File: src/uiw_pkg.sv
package uiw_pkg;
   // ----------------------------------------------------------------
   // register map, byte addresses inside the device control window
   // ----------------------------------------------------------------
   localparam int ADDR_W = 8;
   localparam logic [ADDR_W-1:0] OFS_ISOCHRONY_CONTROL = 8'h04;
   localparam logic [ADDR_W-1:0] OFS_WINDOW0_CONTROL = 8'h08;
   localparam logic [ADDR_W-1:0] OFS_WINDOW0_BASE = 8'h0c;
   localparam logic [ADDR_W-1:0] OFS_WINDOW0_LIMIT = 8'h10;

   // ----------------------------------------------------------------
   // field positions
   // ----------------------------------------------------------------
   localparam int ISO_GLOBAL_BIT = 0;
   localparam int ISO_TABLE_BIT = 1;
   localparam int ISO_AGGR_BIT = 2;
   localparam int WIN_ENABLE_BIT = 0;
   localparam int WIN_TC_LSB = 1;
   localparam int WIN_TC_MSB = 3;
   localparam int TC_W = 3;
   localparam int ARB_W = 8;

   // ----------------------------------------------------------------
   // reset values and defaults
   // ----------------------------------------------------------------
   localparam logic [15:0] ISOCHRONY_CONTROL_RST = 16'h0000;
   localparam logic [15:0] WINDOW0_CONTROL_RST = 16'h0000;
   localparam logic [31:0] WINDOW0_BASE_RST = 32'h0000_0000;
   localparam logic [31:0] WINDOW0_LIMIT_RST = 32'h0000_0000;
   localparam logic [TC_W-1:0] TC_DEFAULT = 3'h0;
   localparam logic [31:0] RDATA_UNMAPPED = 32'h0000_0000;

   // arbiter source selection seen by the secondary-bus arbiter
   typedef enum logic [1:0] {
      UIW_ARB_CLASSIC,
      UIW_ARB_TABLE,
      UIW_ARB_AGGRESSIVE
   } uiw_arb_mode_t;
endpackage : uiw_pkg
File: src/uiw_ctrl.sv
`timescale 1ns/100ps
// Functional notes
// - isochrony control bits 15:3 read zero
// - aggressive bit writable only with table arbitration
// - aggressive bit lets arbiter stop masters midway
// - table bit clear: classic arbiter controls only
// - table bit set: port table drives grants
// - global enable clear forces traffic class zero
// - isochrony control at 04h resets to zero
// - window control at 08h, bits 15:4 zero
// - window class field bits 3:1, reset zero
// - disabled window never affects classification
// - enabled window hit gets window class while global enable is set
// - base register at 0Ch, read/write, reset zero
// - limit register at 10h, read/write, reset zero
// - base/limit are scratchpad while window disabled
// - all four resets clear every register
module uiw_ctrl
   import uiw_pkg::*;
(
   // clock and resets, all synchronous
   input wire logic core_clk,
   input wire logic rst_n,
   input wire logic hot_rst_n,
   input wire logic fund_rst_n,
   input wire logic glob_rst_n,
   // register access port
   input wire logic [ADDR_W-1:0] reg_addr,
   input wire logic reg_wr,
   input wire logic reg_rd,
   input wire logic [3:0] reg_be,
   input wire logic [31:0] reg_wdata,
   output logic [31:0] reg_rdata,
   output logic reg_rvalid,
   // upstream classification
   input wire logic up_req,
   input wire logic [31:0] up_addr,
   output logic up_ack,
   output logic [TC_W-1:0] up_tc,
   // secondary-bus arbiter steering
   input wire logic [ARB_W-1:0] classic_arb_ctrl,
   input wire logic [ARB_W-1:0] table_arb_ctrl,
   output logic [ARB_W-1:0] arb_ctrl_eff,
   output uiw_arb_mode_t arb_mode,
   output logic arb_preempt_en
);

   // ----------------------------------------------------------------
   // decode helpers
   // ----------------------------------------------------------------
   // inclusive range test shared by classification and its checks
   function automatic logic window_hit(input logic [31:0] a, input logic [31:0] lo,
                                       input logic [31:0] hi);
      window_hit = (a >= lo) && (a <= hi);
   endfunction : window_hit

   // byte-lane merge so partial writes keep untouched lanes
   function automatic logic [31:0] lane_merge(input logic [31:0] old_v, input logic [31:0] new_v,
                                              input logic [3:0] be);
      logic [31:0] m;
      m = old_v;
      for (int i = 0; i < 4; i++) begin
         if (be[i]) begin
            m[i*8 +: 8] = new_v[i*8 +: 8];
         end
      end
      lane_merge = m;
   endfunction : lane_merge

   // ----------------------------------------------------------------
   // reset and write strobes
   // ----------------------------------------------------------------
   logic clr;
   logic wr_iso;
   logic wr_win;
   logic wr_base;
   logic wr_limit;

   // any of power-on, global, fundamental or hot reset clears the bank
   assign clr = !rst_n || !hot_rst_n || !fund_rst_n || !glob_rst_n;
   assign wr_iso = reg_wr && (reg_addr == OFS_ISOCHRONY_CONTROL) && reg_be[0];
   assign wr_win = reg_wr && (reg_addr == OFS_WINDOW0_CONTROL) && reg_be[0];
   assign wr_base = reg_wr && (reg_addr == OFS_WINDOW0_BASE);
   assign wr_limit = reg_wr && (reg_addr == OFS_WINDOW0_LIMIT);

   // ----------------------------------------------------------------
   // isochrony control
   // ----------------------------------------------------------------
   logic global_isochrony_enable_r;
   logic table_arbitration_enable_r;
   logic aggressive_arbitration_enable_r;

   // only bits 2:0 exist, so upper writes land nowhere
   always_ff @(posedge core_clk) begin
      if (clr) begin
         global_isochrony_enable_r <= ISOCHRONY_CONTROL_RST[ISO_GLOBAL_BIT];
         table_arbitration_enable_r <= ISOCHRONY_CONTROL_RST[ISO_TABLE_BIT];
         aggressive_arbitration_enable_r <= ISOCHRONY_CONTROL_RST[ISO_AGGR_BIT];
      end else if (wr_iso) begin
         global_isochrony_enable_r <= reg_wdata[ISO_GLOBAL_BIT];
         table_arbitration_enable_r <= reg_wdata[ISO_TABLE_BIT];
         // the aggressive bit is dropped whenever table arbitration is left off
         aggressive_arbitration_enable_r <= reg_wdata[ISO_AGGR_BIT] && reg_wdata[ISO_TABLE_BIT];
      end
   end

   // ----------------------------------------------------------------
   // window 0 control, base and limit
   // ----------------------------------------------------------------
   logic window_enable_r;
   logic [TC_W-1:0] window_traffic_class_r;
   logic [31:0] window0_base_r;
   logic [31:0] window0_limit_r;

   // control fields sit wholly in byte lane 0
   always_ff @(posedge core_clk) begin
      if (clr) begin
         window_enable_r <= WINDOW0_CONTROL_RST[WIN_ENABLE_BIT];
         window_traffic_class_r <= WINDOW0_CONTROL_RST[WIN_TC_MSB:WIN_TC_LSB];
      end else if (wr_win) begin
         window_enable_r <= reg_wdata[WIN_ENABLE_BIT];
         window_traffic_class_r <= reg_wdata[WIN_TC_MSB:WIN_TC_LSB];
      end
   end

   // base and limit store freely whatever the window state
   always_ff @(posedge core_clk) begin
      if (clr) begin
         window0_base_r <= WINDOW0_BASE_RST;
         window0_limit_r <= WINDOW0_LIMIT_RST;
      end else begin
         if (wr_base) begin
            window0_base_r <= lane_merge(window0_base_r, reg_wdata, reg_be);
         end
         if (wr_limit) begin
            window0_limit_r <= lane_merge(window0_limit_r, reg_wdata, reg_be);
         end
      end
   end

   // ----------------------------------------------------------------
   // register read path, one cycle after the strobe
   // ----------------------------------------------------------------
   logic [31:0] rd_mux;

   // reserved bits and unmapped offsets return zero
   always_comb begin
      rd_mux = RDATA_UNMAPPED;
      unique case (reg_addr)
         OFS_ISOCHRONY_CONTROL: begin
            rd_mux[ISO_GLOBAL_BIT] = global_isochrony_enable_r;
            rd_mux[ISO_TABLE_BIT] = table_arbitration_enable_r;
            rd_mux[ISO_AGGR_BIT] = aggressive_arbitration_enable_r && table_arbitration_enable_r;
         end
         OFS_WINDOW0_CONTROL: begin
            rd_mux[WIN_ENABLE_BIT] = window_enable_r;
            rd_mux[WIN_TC_MSB:WIN_TC_LSB] = window_traffic_class_r;
         end
         OFS_WINDOW0_BASE: rd_mux = window0_base_r;
         OFS_WINDOW0_LIMIT: rd_mux = window0_limit_r;
         default: rd_mux = RDATA_UNMAPPED;
      endcase
   end

   // data holds until the next read so software can sample late
   always_ff @(posedge core_clk) begin
      if (clr) begin
         reg_rdata <= RDATA_UNMAPPED;
         reg_rvalid <= 1'b0;
      end else begin
         reg_rvalid <= reg_rd;
         if (reg_rd) begin
            reg_rdata <= rd_mux;
         end
      end
   end

   // ----------------------------------------------------------------
   // upstream traffic class mapping
   // ----------------------------------------------------------------
   logic win_apply;

   // a window only counts when both it and the global switch are on
   assign win_apply = global_isochrony_enable_r && window_enable_r
                      && window_hit(up_addr, window0_base_r, window0_limit_r);

   // registered result so the class is stable for the whole ack cycle
   always_ff @(posedge core_clk) begin
      if (clr) begin
         up_ack <= 1'b0;
         up_tc <= TC_DEFAULT;
      end else begin
         up_ack <= up_req;
         if (up_req) begin
            up_tc <= win_apply ? window_traffic_class_r : TC_DEFAULT;
         end
      end
   end

   // ----------------------------------------------------------------
   // arbiter steering
   // ----------------------------------------------------------------
   // classic settings are ignored entirely once the table takes over
   always_comb begin
      if (!table_arbitration_enable_r) begin
         arb_mode = UIW_ARB_CLASSIC;
         arb_ctrl_eff = classic_arb_ctrl;
      end else if (aggressive_arbitration_enable_r) begin
         arb_mode = UIW_ARB_AGGRESSIVE;
         arb_ctrl_eff = table_arb_ctrl;
      end else begin
         arb_mode = UIW_ARB_TABLE;
         arb_ctrl_eff = table_arb_ctrl;
      end
   end

   // mid-transaction stops only in aggressive mode
   assign arb_preempt_en = table_arbitration_enable_r && aggressive_arbitration_enable_r;
endmodule : uiw_ctrl

File: config.mk
export PLATFORM = sky130hd
export DESIGN_NAME = uiw_ctrl
export DESIGN_NICKNAME = d
export VERILOG_FILES = /design/src/uiw_pkg.sv /design/src/uiw_ctrl.sv
export SDC_FILE = /design/constraint.sdc
export NUM_CORES = 1
export LEC_CHECK = 0
export ABC_CLOCK_PERIOD_IN_PS = 3700
export BUFFER_PORTS_ARGS = -buffer_cell sky130_fd_sc_hd__buf_4
export CAP_MARGIN = 20
export CORE_UTILIZATION = 58
export DETAILED_ROUTE_END_ITERATION = 10
export PLACE_DENSITY_LB_ADDON = 0.05
export SLEW_MARGIN = 20
export SYNTH_ARGS = -nofsm -noshare
export SYNTH_HDL_FRONTEND = slang
export SYNTH_SLANG_ARGS = --single-unit
File: constraint.sdc
create_clock -name core_clk -period 3.7 [get_ports core_clk]
set_input_delay 0.74 -clock core_clk [delete_from_list [all_inputs] [get_ports core_clk]]
set_output_delay 0.74 -clock core_clk [all_outputs]
set_load 0.02 [all_outputs]
==> impl_metrics.json <==
{
  "wl_um": 15200,
  "cts_root_buf": "clkbuf_8",
  "startpoint": "reg_addr[7]",
  "syn_area_mm2": 0.00591,
  "n_antenna_cell": 0,
  "relSlewSlack_pct": 47.1,
  "synthCells": 692,
  "synth_largest_area_cell": "dfxtp_1",
  "hold_path_class": "flip-flop to flip-flop",
  "nFillCells": 785,
  "num_rows": 36,
  "grt_usage_pct": 29.5,
  "finalNonFillerCells": 958,
  "grt_overflow_total": 0,
  "antenna_found_initial": 0,
  "vias_per_cell": 5.66,
  "setup_violations": 0,
  "cts_buffer_depth": 2,
  "grt_pass1_wl_um": 24200,
  "boundaryPins": 148,
  "critPathKind": "input pin to flip-flop",
  "period_share_pct": 74.1,
  "dieHeight_um": 103,
  "power.density_mw_per_mm2": 303,
  "numPortBuffers": 147,
  "ctsHoldBuffers": 0,
  "synth.avg_cell_area_um2": 8.54,
  "grt_pass1_vias": 5191,
  "critical_path_arrival_ns": 3.00,
  "period_needed_ns": 2.74,
  "clock_sinks": 108,
  "finClkSkew_ns": 0.0146,
  "htree_levels": 3,
  "ys.flop_type": "dfxtp_1",
  "cp-end-kind": "flip-flop",
  "finalHoldViolCount": 0,
  "clk_pin_slew_ns": 0.12,
  "cap_violations": 0,
  "yosysTopAreaCellShare_pct": 36.6,
  "slew_viol_final": 0,
  "worstPathRequired_ns": 3.96,
  "layout.nets": 984,
  "hpwl_um": 11600,
  "worstMarginPinSlew_ns": 0.794,
  "drive_above_1_share_pct": 22.9,
  "num_vias": 5423,
  "clk_latency_ns": 0.38,
  "worstHoldStart": "window0_limit_r[8]",
  "crit_fanout": 32,
  "grt_max_degree": 81,
  "yosysWarnings": 0,
  "outcome": "completed",
  "initial_core_util_pct": 60.2,
  "dieArea_mm2": 0.0106,
  "die_w_um": 103,
  "syn_to_final_growth_pct": 23.0,
  "reg2reg_from": "window0_limit_r[14]",
  "yosys-top-cells-area": "dfxtp_1 37%, ha_1 14%, mux2i_1 6.4%, nand2_1 5.3%, a21oi_1 5.1%",
  "synthArstFlopShare_pct": 0,
  "synth.distinct_cells": 45,
  "cp-start-kind": "input pin",
  "drc": 0,
  "drt_first_iter_violations": 217,
  "cts-buffers-inserted": 9,
  "synth_edf_count": 0,
  "fmax_mhz": 365,
  "final_util_pct": 74.0,
  "dp.cells": 942,
  "ir_worst_vdd_v": 0.000292,
  "ant_nets": 0,
  "avgRoutedWirePerCell_um": 15.9,
  "cellLeakagePower_nw": 2.92,
  "synth.yosys.seq_area_share_pct": 36.6,
  "gp_congestion": 0.871,
  "r2r_setup_slack_ns": 1.27,
  "postCtsSetupBuffers": 0,
  "rsz0062_at_grt": "no",
  "tns_ns": 0,
  "cts_resized": 0,
  "drt_pass1_iterations": 4,
  "synth-seq-cells": 108,
  "synth_fp_nets": 856,
  "cts_tree": "built",
  "core_mm2": 0.00982
}
[flip-flops by register name, summed over array words and instances (netlist names)]
| name | cells |
|---|---|
| reg_rdata | 32 |
| window0_base_r | 32 |
| window0_limit_r | 32 |
| up_tc | 3 |
| window_traffic_class_r | 3 |
| aggressive_arbitration_enable_r | 1 |
| global_isochrony_enable_r | 1 |
| reg_rvalid | 1 |
| table_arbitration_enable_r | 1 |
| up_ack | 1 |
| window_enable_r | 1 |
[where the power goes]
| group | switching, W | total [W] | internal [W] |
|---|---|---|---|
| Combinational | 0.000130 | 0.000263 | 0.000133 |
| Clock | 0.000440 | 0.000770 | 0.000331 |
| Sequential | 0.00000202 | 0.00117 | 0.00117 |
| Total | 0.000572 | 0.00220 | 0.00163 |
[worst max-delay path: stages]
cell and delay (ns):
buf_4 0.11, or4_4 0.55, nor4b_4 0.38, and2_1 0.18, buf_4 0.39, nand3_2 0.33
mux2i_1 0.26, nor2_1 0.05
[per-stage QoR]
| step | total power, W | setup WS, ns | hold slack (ns) | area (µm²) |
|---|---|---|---|---|
| after floorplan | 0.00131 | 1.18 | 0.441 | 5910 |
| after global placement | 0.00145 | 0.667 | 0.454 | 7050 |
| after detailed placement | 0.00145 | 0.569 | 0.462 | 7050 |
| after CTS | 0.00221 | 0.970 | 0.480 | 7270 |
| after global routing | 0.00228 | 0.798 | 0.499 | 7270 |
| final | 0.00220 | 0.959 | 0.480 | 7270 |
[synthesized netlist by cell type (all sizes together), types with 2 or more instances]
library cell	count
or4	4
a211oi	32
dfxtp	108
and3	5
mux2i	38
nand4	11
nand3	13
a32o	3
mux2	12
o21ai	10
and2	4
nor2	76
inv	63
buf	10
o31ai	3
nor2b	3
and4	3
clkbuf	25
a2111oi	2
o211ai	4
nand2	84
o21a	2
a21o	4
nand2b	4
ha	64
a22oi	32
a21oi	60
[layer usage]
layer / part of all wire [%] / up-vias / wire length [µm] / global-route usage [%]
met1: 43 / 2525 / 6540 / 35.8
li1: - / 2693 / - / -
met4: 1.8 / 0 / 273 / 9.64
met3: 6.4 / 20 / 975 / 5.42
met2: 49 / 185 / 7460 / 52.4
met5: 0 / - / 0 / 0
[cell usage in the layout (no fill, tap or decap), drive strengths merged, types with 4 or more instances in the layout]
cell type  count
nor2          76
mux2i         38
mux2          12
a211oi        32
a21o           4
a21oi         60
or4            4
clkbuf         9
buf          152
dfxtp        108
a22oi         32
nand4         11
and2           4
ha            64
o211ai         4
nand3         13
o21ai         10
nand2b         4
inv           66
and3           5
nand2         84
[final cells by class]
class	instances	area (µm²)	share of cell area, %
multi-input combinational	486	3350	46.0
sequential	108	2160	29.7
timing repair buffer	152	1140	15.7
inverter	63	236	3.25
tap	133	166	2.29
clock buffer	9	124	1.70
clock inverter	7	92.6	1.27
[kinds of logic (layout without fill, tap and decap cells)]
group / count (synthesis) / in the layout / synth area share (%)
adders and majority gates: 64 / 64 / 13.6
AOI/OAI and AO/OA: 158 / 158 / 17.4
buffers and inverters: 98 / 231 / 6.78
and+or+nand+nor: 214 / 214 / 16.9
DFF: 108 / 108 / 36.6
muxes: 50 / 50 / 8.72
[path summary, 6_finish.rpt]
path | end | cells past startpoint
worst max register to register | up_tc[0] | 8
worst max-delay path | window0_base_r[15] | 8
worst min-delay path | window0_limit_r[8] | 2
worst min register to register | window0_limit_r[8] | 2
Note: power is estimated with default switching activity, not from simulation.
